### src/shared/xps_defs.svh
// Purpose: constants shared by both ends of the crosspoint serial configuration port
// Assumes: 200 MHz core clock on both ends
// Notes:   frame, word and register layouts; timing counts derived from nanoseconds
`ifndef XPS_DEFS_SVH
`define XPS_DEFS_SVH

// ----------------------------------------------------------------
// frame and word layout
// ----------------------------------------------------------------
`define XPS_FRAME_W 16
`define XPS_WORD_W 6
`define XPS_OUT_N 4
`define XPS_SEL_W 3
`define XPS_FLD_W 4
`define XPS_WORD_BASE 10
`define XPS_W_OIDX_LO 0
`define XPS_W_SEL_LO 2
`define XPS_W_OFF 5
`define XPS_ROUTE_OFF 4'h8
`define XPS_ROUTE_BCAST 4'h0
`define XPS_FRAME_ZERO 16'h0000
`define XPS_BCNT_W 3
`define XPS_BCNT_ZERO 3'h0
`define XPS_BCNT_ONE 3'h1
`define XPS_BCNT_WORD 3'h6

// ----------------------------------------------------------------
// synchroniser bit positions
// ----------------------------------------------------------------
`define XPS_SYNC_W 7
`define XPS_S_CS 6
`define XPS_S_SCLK 5
`define XPS_S_DIN 4
`define XPS_S_CFG 3
`define XPS_S_MODE 2
`define XPS_S_RST 1
`define XPS_S_BCAST 0
`define XPS_SYNC_ZERO 7'h00
`define XPS_SYNC_IDLE 7'h48

// ----------------------------------------------------------------
// controller timing
// ----------------------------------------------------------------
`define XPS_CLK_NS 5
`define XPS_SCLK_NS 80
`define XPS_HALF_CYC ((`XPS_SCLK_NS / 2) / `XPS_CLK_NS)
`define XPS_TMR_W 4
`define XPS_TMR_ZERO 4'h0
`define XPS_TMR_ONE 4'h1

// ----------------------------------------------------------------
// controller registers (word index on the Avalon address)
// ----------------------------------------------------------------
`define XPS_ADDR_W 3
`define XPS_REG_CTRL 3'h0
`define XPS_REG_DATA 3'h1
`define XPS_REG_CMD 3'h2
`define XPS_REG_STAT 3'h3
`define XPS_REG_RX 3'h4
`define XPS_CTRL_MODE 0
`define XPS_CTRL_RST 1
`define XPS_CTRL_BCAST 2
`define XPS_CTRL_3WIRE 3
`define XPS_CTRL_W 4
`define XPS_CTRL_RESET 4'h0
`define XPS_CMD_NB_HI 5
`define XPS_CMD_SHIFT 8
`define XPS_CMD_CFG 9
`define XPS_NB_W 6
`define XPS_NB_ZERO 6'h00
`define XPS_NB_ONE 6'h01
`define XPS_NB_MAX 6'h20
`define XPS_WORD32_ZERO 32'h00000000

`endif

### src/shared/xps_pkg.sv
// Purpose: types shared by both ends of the crosspoint serial configuration port
// Assumes: xps_defs.svh on the include path
// Notes:   route entry packs as {off, sel}, the same order as a frame field
`include "xps_defs.svh"
package xps_pkg;

   // ----------------------------------------------------------------
   // types
   // ----------------------------------------------------------------
   typedef struct packed
   {
      logic off;
      logic [`XPS_SEL_W-1:0] sel;
   } xps_route_t;

   typedef enum logic [2:0]
   {
      XPS_IDLE  = 3'h0,
      XPS_LEAD  = 3'h1,
      XPS_SHIFT = 3'h3,
      XPS_TRAIL = 3'h2,
      XPS_TAIL  = 3'h6,
      XPS_CFG   = 3'h7
   } xps_state_t;

endpackage

### src/shared/xps_if.sv
// Purpose: serial control pins between controller and crosspoint
// Assumes: all pins single-direction, no shared wires
// Notes:   controller drives everything but dout
`timescale 1ns/10ps
`default_nettype none
interface xps_if;
   logic cs_n;
   logic sclk;
   logic din;
   logic dout;
   logic cfg;
   logic mode;
   logic rst;
   logic broadcast_input0;

   modport dev
   (
      input cs_n,
      input sclk,
      input din,
      input cfg,
      input mode,
      input rst,
      input broadcast_input0,
      output dout
   );

   modport host
   (
      output cs_n,
      output sclk,
      output din,
      output cfg,
      output mode,
      output rst,
      output broadcast_input0,
      input dout
   );
endinterface
`default_nettype wire

### src/rtl/xps_host.sv
// Purpose: controller end; drives the serial pins on orders from an Avalon-MM slave
// Assumes: software waits for busy low before reading back shifted-out data
// Notes:   serial clock made by dividing core_clk; registers at word indexes
//
// The register addresses and the Avalon-MM interface to the registers were left to the implementer.
`timescale 1ns/10ps
`default_nettype none
`include "xps_defs.svh"
module xps_host
   import xps_pkg::*;
(
   input wire logic core_clk,
   input wire logic rst_n,
   xps_if.host link,
   input wire logic [`XPS_ADDR_W-1:0] avs_address,
   input wire logic avs_read,
   input wire logic avs_write,
   input wire logic [31:0] avs_writedata,
   output logic [31:0] avs_readdata,
   output logic avs_waitrequest
);

   // ----------------------------------------------------------------
   // registers
   // ----------------------------------------------------------------
   xps_state_t state_q;
   logic [`XPS_CTRL_W-1:0] ctrl_q;
   logic [31:0] data_q;
   logic [31:0] rx_q;
   logic [`XPS_NB_W-1:0] nbits_q;
   logic [`XPS_NB_W-1:0] cnt_q;
   logic cfg_want_q;
   logic rd_valid_q;
   logic cmd_wr;
   logic busy;
   logic [`XPS_NB_W-1:0] nb_in;

   assign busy = (state_q != XPS_IDLE);
   assign cmd_wr = avs_write & (avs_address == `XPS_REG_CMD) & ~busy;
   assign nb_in = (avs_writedata[`XPS_CMD_NB_HI:0] > `XPS_NB_MAX) ? `XPS_NB_MAX : avs_writedata[`XPS_CMD_NB_HI:0];
   // a command while busy is stalled rather than dropped
   assign avs_waitrequest = (avs_write & (avs_address == `XPS_REG_CMD) & busy) | (avs_read & ~rd_valid_q);

   always_ff @(posedge core_clk or negedge rst_n)
   begin
      if (!rst_n)
      begin
         ctrl_q <= `XPS_CTRL_RESET;
         data_q <= `XPS_WORD32_ZERO;
      end
      else if (avs_write && avs_address == `XPS_REG_CTRL)
      begin
         ctrl_q <= avs_writedata[`XPS_CTRL_W-1:0];
      end
      else if (avs_write && avs_address == `XPS_REG_DATA)
      begin
         data_q <= avs_writedata;
      end
   end

   always_ff @(posedge core_clk or negedge rst_n)
   begin
      if (!rst_n)
      begin
         rd_valid_q <= 1'b0;
         avs_readdata <= `XPS_WORD32_ZERO;
      end
      else
      begin
         rd_valid_q <= avs_read & ~rd_valid_q;
         case (avs_address)
            `XPS_REG_CTRL: avs_readdata <= {28'h0000000, ctrl_q};
            `XPS_REG_DATA: avs_readdata <= data_q;
            `XPS_REG_CMD: avs_readdata <= {26'h0000000, nbits_q};
            `XPS_REG_STAT: avs_readdata <= {31'h00000000, busy};
            `XPS_REG_RX: avs_readdata <= rx_q;
            default: avs_readdata <= `XPS_WORD32_ZERO;
         endcase
      end
   end

   // ----------------------------------------------------------------
   // serial sequencer
   // ----------------------------------------------------------------
   logic [`XPS_TMR_W-1:0] tmr_q;
   logic tick;
   logic sclk_q;
   logic cs_n_q;
   logic din_q;
   logic cfg_q;
   logic meta_q;
   logic dout_s_q;

   assign tick = (tmr_q == `XPS_TMR_W'(`XPS_HALF_CYC - 1));

   always_ff @(posedge core_clk or negedge rst_n)
   begin
      if (!rst_n)
      begin
         tmr_q <= `XPS_TMR_ZERO;
      end
      else if (!busy || tick)
      begin
         tmr_q <= `XPS_TMR_ZERO;
      end
      else
      begin
         tmr_q <= tmr_q + `XPS_TMR_ONE;
      end
   end

   always_ff @(posedge core_clk or negedge rst_n)
   begin
      if (!rst_n)
      begin
         meta_q <= 1'b0;
         dout_s_q <= 1'b0;
      end
      else
      begin
         meta_q <= link.dout;
         dout_s_q <= meta_q;
      end
   end

   always_ff @(posedge core_clk or negedge rst_n)
   begin
      if (!rst_n)
      begin
         state_q <= XPS_IDLE;
         sclk_q <= 1'b0;
         cs_n_q <= 1'b1;
         din_q <= 1'b0;
         cfg_q <= 1'b0;
         cnt_q <= `XPS_NB_ZERO;
         nbits_q <= `XPS_NB_ZERO;
         cfg_want_q <= 1'b0;
         rx_q <= `XPS_WORD32_ZERO;
      end
      else
      begin
         case (state_q)
            XPS_IDLE:
            begin
               if (cmd_wr)
               begin
                  nbits_q <= nb_in;
                  cfg_want_q <= avs_writedata[`XPS_CMD_CFG];
                  cnt_q <= `XPS_NB_ZERO;
                  din_q <= data_q[0];
                  if (avs_writedata[`XPS_CMD_SHIFT] && nb_in != `XPS_NB_ZERO)
                  begin
                     cs_n_q <= 1'b0;
                     state_q <= XPS_LEAD;
                  end
                  else if (avs_writedata[`XPS_CMD_CFG])
                  begin
                     state_q <= XPS_CFG;
                  end
               end
            end
            XPS_LEAD:
            begin
               if (tick)
               begin
                  sclk_q <= 1'b1;
                  state_q <= XPS_SHIFT;
               end
            end
            XPS_SHIFT:
            begin
               if (tick && !sclk_q)
               begin
                  sclk_q <= 1'b1;
                  din_q <= data_q[cnt_q[4:0]];
               end
               else if (tick)
               begin
                  sclk_q <= 1'b0;
                  rx_q <= {dout_s_q, rx_q[31:1]};
                  cnt_q <= cnt_q + `XPS_NB_ONE;
                  if (cnt_q + `XPS_NB_ONE == nbits_q)
                  begin
                     state_q <= XPS_TRAIL;
                  end
               end
            end
            XPS_TRAIL:
            begin
               cs_n_q <= 1'b1;
               if (tick)
               begin
                  if (ctrl_q[`XPS_CTRL_MODE])
                  begin
                     state_q <= XPS_TAIL;
                  end
                  else if (cfg_want_q && !ctrl_q[`XPS_CTRL_3WIRE])
                  begin
                     state_q <= XPS_CFG;
                  end
                  else
                  begin
                     state_q <= XPS_IDLE;
                  end
               end
            end
            XPS_TAIL:
            begin
               if (tick && !sclk_q)
               begin
                  sclk_q <= 1'b1;
               end
               else if (tick)
               begin
                  sclk_q <= 1'b0;
                  state_q <= (cfg_want_q && !ctrl_q[`XPS_CTRL_3WIRE]) ? XPS_CFG : XPS_IDLE;
               end
            end
            XPS_CFG:
            begin
               cfg_q <= ~tick;
               if (tick)
               begin
                  state_q <= XPS_IDLE;
               end
            end
            default:
            begin
               state_q <= XPS_IDLE;
            end
         endcase
      end
   end

   // ----------------------------------------------------------------
   // pins
   // ----------------------------------------------------------------
   // clock stays low outside a transfer, which also serves the stopped-clock style
   assign link.sclk = sclk_q;
   assign link.cs_n = cs_n_q;
   assign link.din = din_q;
   assign link.cfg = ctrl_q[`XPS_CTRL_3WIRE] ? cs_n_q : cfg_q;
   assign link.mode = ctrl_q[`XPS_CTRL_MODE];
   assign link.rst = ctrl_q[`XPS_CTRL_RST];
   assign link.broadcast_input0 = ctrl_q[`XPS_CTRL_BCAST];

endmodule
`default_nettype wire

### src/flat_wrapper.sv
// flat-port wrapper written by rule: the top's interface ports become plain ports
module xps_host_flat import xps_pkg::*;
  (core_clk, rst_n, avs_address, avs_read, avs_write, avs_writedata, avs_readdata, avs_waitrequest, link_cs_n, link_sclk, link_din, link_cfg, link_mode, link_rst, link_broadcast_input0, link_dout);
  xps_if link_i ();
  input wire logic core_clk;
  input wire logic rst_n;
  input wire logic [`XPS_ADDR_W-1:0] avs_address;
  input wire logic avs_read;
  input wire logic avs_write;
  input wire logic [31:0] avs_writedata;
  output logic [31:0] avs_readdata;
  output logic avs_waitrequest;
  output wire logic [$bits(link_i.cs_n)-1:0] link_cs_n;
  output wire logic [$bits(link_i.sclk)-1:0] link_sclk;
  output wire logic [$bits(link_i.din)-1:0] link_din;
  output wire logic [$bits(link_i.cfg)-1:0] link_cfg;
  output wire logic [$bits(link_i.mode)-1:0] link_mode;
  output wire logic [$bits(link_i.rst)-1:0] link_rst;
  output wire logic [$bits(link_i.broadcast_input0)-1:0] link_broadcast_input0;
  input wire logic [$bits(link_i.dout)-1:0] link_dout;
  assign link_cs_n = link_i.cs_n;
  assign link_sclk = link_i.sclk;
  assign link_din = link_i.din;
  assign link_cfg = link_i.cfg;
  assign link_mode = link_i.mode;
  assign link_rst = link_i.rst;
  assign link_broadcast_input0 = link_i.broadcast_input0;
  assign link_i.dout = link_dout;
  xps_host u_core (.core_clk(core_clk), .rst_n(rst_n), .link(link_i), .avs_address(avs_address), .avs_read(avs_read), .avs_write(avs_write), .avs_writedata(avs_writedata), .avs_readdata(avs_readdata), .avs_waitrequest(avs_waitrequest));
endmodule
### config.mk
export PLATFORM = sky130hd
export DESIGN_NAME = xps_host_flat
export DESIGN_NICKNAME = d
export VERILOG_FILES = /design/src/shared/xps_pkg.sv /design/src/shared/xps_if.sv /design/src/rtl/xps_host.sv /design/src/flat_wrapper.sv
export VERILOG_INCLUDE_DIRS = /design/src /design/src/shared
export SDC_FILE = /design/constraint.sdc
export NUM_CORES = 1
export LEC_CHECK = 0
export ABC_AREA = 1
export BUFFER_PORTS_ARGS = -buffer_cell sky130_fd_sc_hd__buf_4
export CORE_MARGIN = 1
export CORE_UTILIZATION = 50
export DETAILED_ROUTE_END_ITERATION = 8
export PLACE_DENSITY = 0.69
export SLEW_MARGIN = 20
export SYNTH_ARGS = -nofsm -noshare
export SYNTH_HDL_FRONTEND = slang
export SYNTH_SLANG_ARGS = --single-unit
### constraint.sdc
create_clock -name core_clk -period 1.9 [get_ports core_clk]
set_input_delay 0.475 -clock core_clk [delete_from_list [all_inputs] [get_ports core_clk]]
set_output_delay 0.475 -clock core_clk [all_outputs]
set_load 0.03 [all_outputs]
==> results.sh, run 1 <==
export IMPL_ir_worst_vdd_mv=0.815
export IMPL_antenna_cells=0
export IMPL_drc_errors=0
export IMPL_slew_violations=0
export IMPL_fmax_mhz=530
export IMPL_tns_ns=0
export IMPL_numCtsBuffers=17
export IMPL_cts_sinks=127
export IMPL_yosysTopAreaCell="dfrtp_1"
export IMPL_io_pins=80
export IMPL_ys_ff_latch=127
export IMPL_async_reset_ff_frac=1.00
export IMPL_fin_skew_ns=0.00471
export IMPL_core_um2=10800
export IMPL_maxCapViolations=0
export IMPL_cp_start_kind="flop"
export IMPL_finalNetCount=746
export IMPL_cp_required_ns=1.42
export IMPL_relSlewSlack=0.687
export IMPL_grt_max_degree=70
export IMPL_fin_crit_ns=1.89
export IMPL_drt_iter0_drc=324
export IMPL_routedWlPerCell_um=15.0
export IMPL_gp_congestion=0.916
export IMPL_hpwl_um=8770
export IMPL_outcome="finished, final reports clean"
export IMPL_yosysWarningCount=0
export IMPL_chipHeight_um=107
export IMPL_clock_latency_ns=0.53
export IMPL_antenna_found_initial=0
export IMPL_cp_max_fo=2
export IMPL_rows=38
export IMPL_grt_pass1_vias=4321
export IMPL_grt_pass1_wl_um=21200
export IMPL_cts_root_buf="clkbuf_8"
export IMPL_synth_top_area_share=0.571
export IMPL_io_buffers=79
export IMPL_vias=4487
export IMPL_rsz0062_at_grt="true"
export IMPL_synth_cell_type_count=31
export IMPL_global_route_usage_total=0.247
export IMPL_avgViaCountPerCell=5.24
export IMPL_p_per_area_nw_per_um2=1190
export IMPL_syn_avg_cell_area_um2=9.09
export IMPL_finalCritPeriodShare=0.993
export IMPL_die_w_um=107
export IMPL_synthTopCellsByCount="nand2_1 (155), dfrtp_1 (126), inv_1 (74)"
export IMPL_synth_area_leaders="dfrtp_1 (57%), nand2_1 (11%), o21ai_0 (6.3%), inv_1 (5.0%), mux2_2 (4.1%)"
export IMPL_synth_edf_count=0
export IMPL_syn_area_um2=5530
export IMPL_dr_pass1_iters=5
export IMPL_routed_wl_um=12800
export IMPL_drive_gt1_frac=0.236
export IMPL_synthSimpleGateAreaFrac=0.183
export IMPL_synth_fp_nets=650
export IMPL_worst_slew_pin_slew_ns=0.469
export IMPL_crit_type="reg2out"
export IMPL_cp_end_kind="primary output"
export IMPL_synth_most_common_cell="nand2_1"
export IMPL_finalHoldViolCount=0
export IMPL_synthXorXnorAreaFrac=0.00634
export IMPL_clkTransAtPathRegs_ns=0.06
export IMPL_die_area_um2=11500
export IMPL_synth_cells=608
export IMPL_leakagePower_nw=3.35
export IMPL_area_growth_pct=25.8
export IMPL_initial_core_util=0.512
export IMPL_muxShareOfSynthArea=0.0428
export IMPL_grt_overflow=0
export IMPL_hold_class="in2reg"
export IMPL_synth_top_family_by_area="simple AND/OR/NAND/NOR gates"
export IMPL_synthAdderAreaFrac=0.00453
export IMPL_clk_path_buf_depth=2
export IMPL_cts_tree="built"
export IMPL_p_total_mw=8.27
export IMPL_finalSetupViolations=0
export IMPL_htreeDepth=4
export IMPL_ant_nets=0
export IMPL_synth_compound_area_frac=0.117
export IMPL_arrival_ns=1.41
export IMPL_ys_seq_area_frac=0.575
export IMPL_synth_ff_type="dfrtp_1"
==> worst paths after layout <==
check | start | to | slack (ns) | cells after the start
setup / recovery | u_core.state_q[2]$_DFFE_PN0P_ | avs_waitrequest | 0.01 | 5
hold / removal | link_dout | u_core.meta_q$_DFF_PN0_ | 0.05 | 1
setup reg to reg | u_core.tmr_q[0]$_DFF_PN0_ | u_core.state_q[1]$_DFFE_PN0P_ | 0.12 | 9
hold reg to reg | u_core.meta_q$_DFF_PN0_ | u_core.dout_s_q$_DFF_PN0_ | 0.35 | 0
max in group asynchronous | rst_n | u_core.tmr_q[1]$_DFF_PN0_ | 0.82 | 3
min in group asynchronous | rst_n | u_core.rx_q[21]$_DFFE_PN0P_ | 0.44 | 2
==> repair_timing <==
| action | 4_1_cts | 5_1_grt |
|---|---|---|
| hold buffers | 1 | 0 |
| endpoints found under the hold margin | 28 | 0 |
| buffers inserted | 5 | 1 |
| resized for setup | 3 | 8 |
| setup endpoints to repair | 1 | 5 |
| pin swaps | 2 | 3 |
==> cell families (layout without fill, tap and decap cells) <==
group / count (synthesis) / in the layout
flops: 127 / 127
fa+ha+maj: 2 / 2
buf+inv: 99 / 207
compound gates: 119 / 119
simple gates: 236 / 236
xor+xnor: 4 / 4
mux: 21 / 21
==> metrics by stage <==
| stage | instance area (um2) | hold slack [ns] | utilization | std cells | worst slack, ns |
|---|---|---|---|---|---|
| after CTS | 6920 | 0.0269 | 0.641 | 855 | -0.0373 |
| after global placement | 6360 | 0.336 | 0.589 | 818 | 0.112 |
| after global routing | 6950 | 0.0197 | 0.644 | 856 | -0.0462 |
| after floorplan | 5530 | 0.179 | - | 608 | 0.0698 |
| final | 6950 | 0.0490 | 0.644 | 856 | 0.0137 |
| after detailed placement | 6360 | 0.341 | 0.589 | 818 | 0.0654 |
==> cell type report <==
cell class | count | area, um2
inverters | 78 | 293
fillers | 879 | 3840
repair buffers | 98 | 817
well taps | 140 | 175
clock inverters | 8 | 40.0
multi-input cells | 382 | 1980
flip-flops and latches | 127 | 3180
clock buffers | 23 | 467
==> critical path: stages (launching register included) <==
cell and delay, ns:
dfrtp_2 0.42, inv_2 0.08, nand2_4 0.06, nor2_4 0.10, o22ai_2 0.08, buf_6 0.15
==> flip-flops by register name, indices dropped and copies added (netlist names) <==
name	count
u_core.link.sclk	1
u_core.data_q	32
u_core.tmr_q	4
u_core.ctrl_q	4
u_core.link.cs_n	1
u_core.dout_s_q	1
u_core.cfg_q	1
u_core.meta_q	1
u_core.cnt_q	6
u_core.state_q	3
u_core.rx_q	32
u_core.avs_readdata	32
u_core.link.din	1
u_core.cfg_want_q	1
u_core.nbits_q	6
u_core.rd_valid_q	1
==> cell usage in the layout (no fill, tap or decap), types with 3 or more instances in the layout <==
cell and n:
dfrtp_2 3, nor2_4 3, buf_12 6, inv_1 73, o2111ai_1 3, nand2_2 3, nor2_1 30, mux2_2 20
clkbuf_16 16, o21ai_1 9, clkinv_2 8, o22ai_1 14, clkbuf_1 3, buf_4 90, inv_2 4, nand3_2 3
o21ai_0 69, a21oi_1 16, dfrtp_1 123, clkbuf_8 4, nand3_1 33, nand2_1 155, nand4_1 5
==> power by group <==
| part | total [mW] | switching [mW] | internal (mW) |
|---|---|---|---|
| Sequential | 3.45 | 0.321 | 3.13 |
| Combinational | 2.06 | 1.22 | 0.831 |
| Clock | 2.77 | 1.09 | 1.68 |
| Total | 8.27 | 2.64 | 5.63 |
==> metal layers <==
layer	vias to the layer above	wire length, um	GRT usage
met1	2149	5750	0.324
met3	25	689	0.0681
met2	142	6140	0.391
li1	2171	-	-
met4	0	238	0.0930
met5	-	0	0
No activity file was read; power rests on OpenSTA's default activity.
==> inputs of run 2 (changes only) <==
==> constraint.sdc (replaced) <==
create_clock -name core_clk -period 1.8 [get_ports core_clk]
set_input_delay 0.45 -clock core_clk [delete_from_list [all_inputs] [get_ports core_clk]]
set_output_delay 0.45 -clock core_clk [all_outputs]
set_load 0.03 [all_outputs]
==> results.sh, run 2 (same netlist as run 1, synthesis figures left out) <==
export IMPL_fin_crit_ns=1.87
export IMPL_global_route_usage_total=0.249
export IMPL_dp_cells=826
export IMPL_final_fill_count=843
export IMPL_multi_input_area_um2=1990
export IMPL_instances_no_fill=869
export IMPL_arrival_ns=1.42
export IMPL_chipHeight_um=107
export IMPL_die_area_um2=11500
export IMPL_worst_slew_pin_slew_ns=0.461
export IMPL_fin_util=0.665
export IMPL_grt_max_degree=70
export IMPL_cp_end_kind="primary output"
export IMPL_leakagePower_nw=3.45
export IMPL_violations="setup timing"
export IMPL_maxCapViolations=0
export IMPL_core_um2=10800
export IMPL_clock_latency_ns=0.53
export IMPL_cts_tree="built"
export IMPL_area_growth_pct=29.8
export IMPL_io_buffers=79
export IMPL_finalCritPeriodShare=1.04
export IMPL_pre_cts_ws_ns=0.0834
export IMPL_cp_required_ns=1.35
export IMPL_drt_iter0_drc=459
export IMPL_register_area_um2=3180
export IMPL_grt_overflow=0
export IMPL_place_area_um2=6390
export IMPL_ant_nets=0
export IMPL_reg_top3="u_core.avs_readdata x32, u_core.data_q x32, u_core.rx_q x32"
export IMPL_rows=38
export IMPL_grt_pass1_vias=4358
export IMPL_rsz0062_at_grt="true"
export IMPL_io_pins=80
export IMPL_hpwl_um=8970
export IMPL_cts_root_buf="clkbuf_8"
export IMPL_final_common_cell="nand2_1"
export IMPL_final_cell_area_um2=7170
export IMPL_outcome="finished, violations left"
export IMPL_antenna_cells=0
export IMPL_ir_worst_vdd_mv=0.925
export IMPL_cts_sinks=127
export IMPL_gp_congestion=0.918
export IMPL_p_total_mw=9.48
export IMPL_cp_max_fo=2
export IMPL_grt_pass1_wl_um=21600
export IMPL_htreeDepth=4
export IMPL_relSlewSlack=0.693
export IMPL_clkTransAtPathRegs_ns=0.06
export IMPL_vias=4627
export IMPL_hold_class="in2reg"
export IMPL_final_cell_mix="nand2_1 (154), dfrtp_1 (122), buf_4 (101), inv_1 (72), o21ai_0 (69)"
export IMPL_initial_core_util=0.512
export IMPL_finalHoldViolCount=0
export IMPL_finalNetCount=758
export IMPL_crit_type="reg2out"
export IMPL_setup_slack_ns=-0.0689
export IMPL_drc_errors=0
export IMPL_cp_start_kind="flop"
export IMPL_clk_path_buf_depth=2
export IMPL_fin_skew_ns=0.00541
export IMPL_antenna_found_initial=0
export IMPL_numCtsBuffers=17
export IMPL_drive_gt1_frac=0.258
export IMPL_dr_pass1_iters=7
export IMPL_routedWlPerCell_um=15.1
export IMPL_slew_violations=0
export IMPL_finalSetupViolations=1
export IMPL_p_per_area_nw_per_um2=1320
export IMPL_die_w_um=107
export IMPL_routed_wl_um=13100
export IMPL_avgViaCountPerCell=5.32
export IMPL_fmax_mhz=535
==> run 2: repair_timing <==
| action | in CTS | in global routing |
|---|---|---|
| resized for setup | 4 | 14 |
| hold endpoints to repair | 30 | 1 |
| hold buffers | 1 | 1 |
| buffers inserted | 6 | 3 |
| pin swaps | 2 | 2 |
| endpoints found under the setup margin | 2 | 8 |
==> run 2: power by group <==
| part | internal [mW] | switching, mW |
|---|---|---|
| Clock | 2.38 | 1.25 |
| Sequential | 3.30 | 0.353 |
| Combinational | 0.909 | 1.28 |
==> run 2: per-stage QoR <==
step / setup TNS [ns] / hold slack [ns]
6_report: -0.0689 / 0.141
5_1_grt: -0.225 / 0.129
4_1_cts: -0.150 / 0.000484
3_5_place_dp: 0 / 0.341
3_3_place_gp: 0 / 0.338
2_1_floorplan: 0 / 0.154
==> run 2: cell type report <==
cell class	count	area share
clock inverters	15	0.0304
inverters	78	0.0413
clock buffers	17	0.0577
well taps	140	0.0244
flip-flops and latches	127	0.444
multi-input cells	382	0.278
repair buffers	110	0.124
==> run 2: final timing paths <==
kind / startpoint / to / slack (ns) / cells after the start
max: u_core.state_q[2]$_DFFE_PN0P_ / avs_waitrequest / -0.07 / 5
min: avs_writedata[29] / u_core.data_q[29]$_DFFE_PN0P_ / 0.14 / 2
max reg2reg: u_core.tmr_q[0]$_DFF_PN0_ / u_core.state_q[1]$_DFFE_PN0P_ / 0.14 / 9
min reg2reg: u_core.meta_q$_DFF_PN0_ / u_core.dout_s_q$_DFF_PN0_ / 0.35 / 0
max in group asynchronous: rst_n / u_core.link.cs_n$_DFFE_PN1P_ / 0.75 / 3
min in group asynchronous: rst_n / u_core.cnt_q[3]$_DFFE_PN0P_ / 0.42 / 2
==> run 2: routing by layer <==
| metal | GRT usage | part of all wire | routed length, um | up-vias |
|---|---|---|---|---|
| met1 | 0.334 | 0.43 | 5670 | 2222 |
| li1 | - | - | - | 2201 |
| met2 | 0.388 | 0.48 | 6330 | 176 |
| met5 | 0 | 0 | 0 | - |
| met3 | 0.0578 | 0.062 | 811 | 28 |
| met4 | 0.111 | 0.022 | 290 | 0 |
==> run 2: critical path, cell delays in order, from the launching register on <==
cell	delay (ns)
dfrtp_2	0.42
inv_2	0.08
nand2_4	0.06
nor2_4	0.11
o22ai_2	0.08
buf_6	0.15
==> inputs of run 3 (changes only) <==
--- a/config.mk
+++ b/config.mk
@@ -11,7 +11,8 @@
 export CORE_MARGIN = 1
 export CORE_UTILIZATION = 50
 export DETAILED_ROUTE_END_ITERATION = 8
-export PLACE_DENSITY = 0.69
+export PLACE_DENSITY = 0.71
+export REMOVE_ABC_BUFFERS = 1
 export SLEW_MARGIN = 20
 export SYNTH_ARGS = -nofsm -noshare
 export SYNTH_HDL_FRONTEND = slang
==> results.sh, run 3 (same netlist as run 1, synthesis figures left out) <==
export IMPL_outcome="finished, violations left"
export IMPL_violations="setup timing"
export IMPL_reg_top3="u_core.avs_readdata x32, u_core.data_q x32, u_core.rx_q x32"
export IMPL_internal_power_mw=6.26
export IMPL_drc_errors=0
export IMPL_p_per_area_nw_per_um2=1280
export IMPL_sw_frac_of_total=0.312
export IMPL_die_area_um2=11500
export IMPL_pre_cts_ws_ns=-0.0139
export IMPL_finalNetCount=756
export IMPL_global_route_usage_total=0.256
export IMPL_htreeDepth=4
export IMPL_drt_iter0_drc=348
export IMPL_leakagePower_nw=3.41
export IMPL_numCtsBuffers=17
export IMPL_multi_input_area_um2=1990
export IMPL_ir_worst_vdd_mv=0.798
export IMPL_chipHeight_um=107
export IMPL_cp_max_fo=2
export IMPL_arrival_ns=1.42
export IMPL_clkTransAtPathRegs_ns=0.05
export IMPL_hold_class="in2reg"
export IMPL_rows=38
export IMPL_cts_tree="built"
export IMPL_antenna_found_initial=0
export IMPL_core_um2=10800
export IMPL_setup_slack_ns=-0.0682
export IMPL_avgViaCountPerCell=5.28
export IMPL_fin_crit_ns=1.87
export IMPL_crit_type="reg2out"
export IMPL_grt_pass1_wl_um=22000
export IMPL_final_common_cell="nand2_1"
export IMPL_grt_pass1_vias=4564
export IMPL_io_buffers=79
export IMPL_die_w_um=107
export IMPL_maxCapViolations=0
export IMPL_dr_pass1_iters=5
export IMPL_worst_slew_pin_slew_ns=0.461
export IMPL_place_area_um2=6410
export IMPL_relSlewSlack=0.692
export IMPL_cts_root_buf="clkbuf_8"
export IMPL_clock_latency_ns=0.52
export IMPL_fin_skew_ns=0.00684
export IMPL_ant_nets=0
export IMPL_finalHoldViolCount=0
export IMPL_io_pins=80
export IMPL_cp_start_kind="flop"
export IMPL_routed_wl_um=13500
export IMPL_rsz0062_at_grt="true"
export IMPL_clk_path_buf_depth=2
export IMPL_holdWs_ns=0.0319
export IMPL_fin_util=0.656
export IMPL_pwr_share_seq=0.401
export IMPL_area_growth_pct=28.2
export IMPL_cp_required_ns=1.35
export IMPL_grt_overflow=0
export IMPL_cts_sinks=127
export IMPL_finalSetupViolations=2
export IMPL_gp_congestion=0.871
export IMPL_vias=4579
export IMPL_final_cell_mix="nand2_1 (152), dfrtp_1 (125), buf_4 (101), inv_1 (73), o21ai_0 (69)"
export IMPL_fmax_mhz=535
export IMPL_grt_max_degree=70
export IMPL_final_fill_count=895
export IMPL_antenna_cells=0
export IMPL_final_cell_area_um2=7080
export IMPL_drive_gt1_frac=0.250
export IMPL_power_frac_comb=0.248
export IMPL_initial_core_util=0.512
export IMPL_slew_violations=0
export IMPL_register_area_um2=3180
export IMPL_hpwl_um=9100
export IMPL_clock_power_share=0.350
export IMPL_routedWlPerCell_um=15.6
export IMPL_cp_end_kind="primary output"
export IMPL_finalCritPeriodShare=1.04
export IMPL_p_sw_mw=2.83
[run 3: power groups by stage]
stage	Combinational (mW)	Clock [mW]	Sequential, mW
final	2.26	3.18	3.65
after global routing	2.51	3.36	3.70
after detailed placement	2.06	0	3.68
after global placement	2.01	0	3.68
after CTS	2.17	3.24	3.63
after floorplan	1.18	0	3.77
[run 3: through the flow]
step | instances | power (mW) | TNS, ns
6_report | 867 | 9.09 | -0.0744
5_1_grt | 867 | 9.57 | -0.200
3_3_place_gp | 826 | 5.69 | 0
3_5_place_dp | 826 | 5.74 | -0.0371
2_1_floorplan | 587 | 4.96 | -10.46
4_1_cts | 864 | 9.05 | -0.149
[run 3: critical path, cell delays in order (launching register included)]
cell     delay (ns)
dfrtp_1        0.40
inv_2          0.10
nand2_4        0.06
nor2_4         0.10
o22ai_1        0.07
buf_4          0.17
[run 3: cell type report]
cell class / count / area share
clock buffer: 26 / 0.0703
inverter: 78 / 0.0419
clock inverter: 6 / 0.00777
sequential: 127 / 0.449
multi-input combinational: 382 / 0.281
timing repair buffer: 108 / 0.125
tap: 140 / 0.0247
[run 3: final timing paths]
path / depth (start not counted) / startpoint / end / slack [ns]
setup / recovery: 5 / u_core.state_q[0]$_DFFE_PN0P_ / avs_waitrequest / -0.07
setup reg to reg: 9 / u_core.tmr_q[0]$_DFF_PN0_ / u_core.state_q[1]$_DFFE_PN0P_ / 0.13
hold / removal: 1 / link_dout / u_core.meta_q$_DFF_PN0_ / 0.03
hold reg to reg: 0 / u_core.meta_q$_DFF_PN0_ / u_core.dout_s_q$_DFF_PN0_ / 0.35
min in group asynchronous: 2 / rst_n / u_core.data_q[11]$_DFFE_PN0P_ / 0.40
max in group asynchronous: 3 / rst_n / u_core.link.cs_n$_DFFE_PN1P_ / 0.81
[run 3: what timing repair did]
item,in CTS,in global routing
resized for setup,3,13
endpoints found under the hold margin,24,0
hold buffers,1,0
setup buffers,5,3
pin swaps,2,5
endpoints found under the setup margin,5,12
[run 3: metal layers]
layer	global-route usage	vias to the layer above	wire, um
li1	-	2189	-
met1	0.330	2251	6000
met2	0.417	124	6730
met3	0.0571	15	656
met4	0.105	0	158
met5	0	-	0
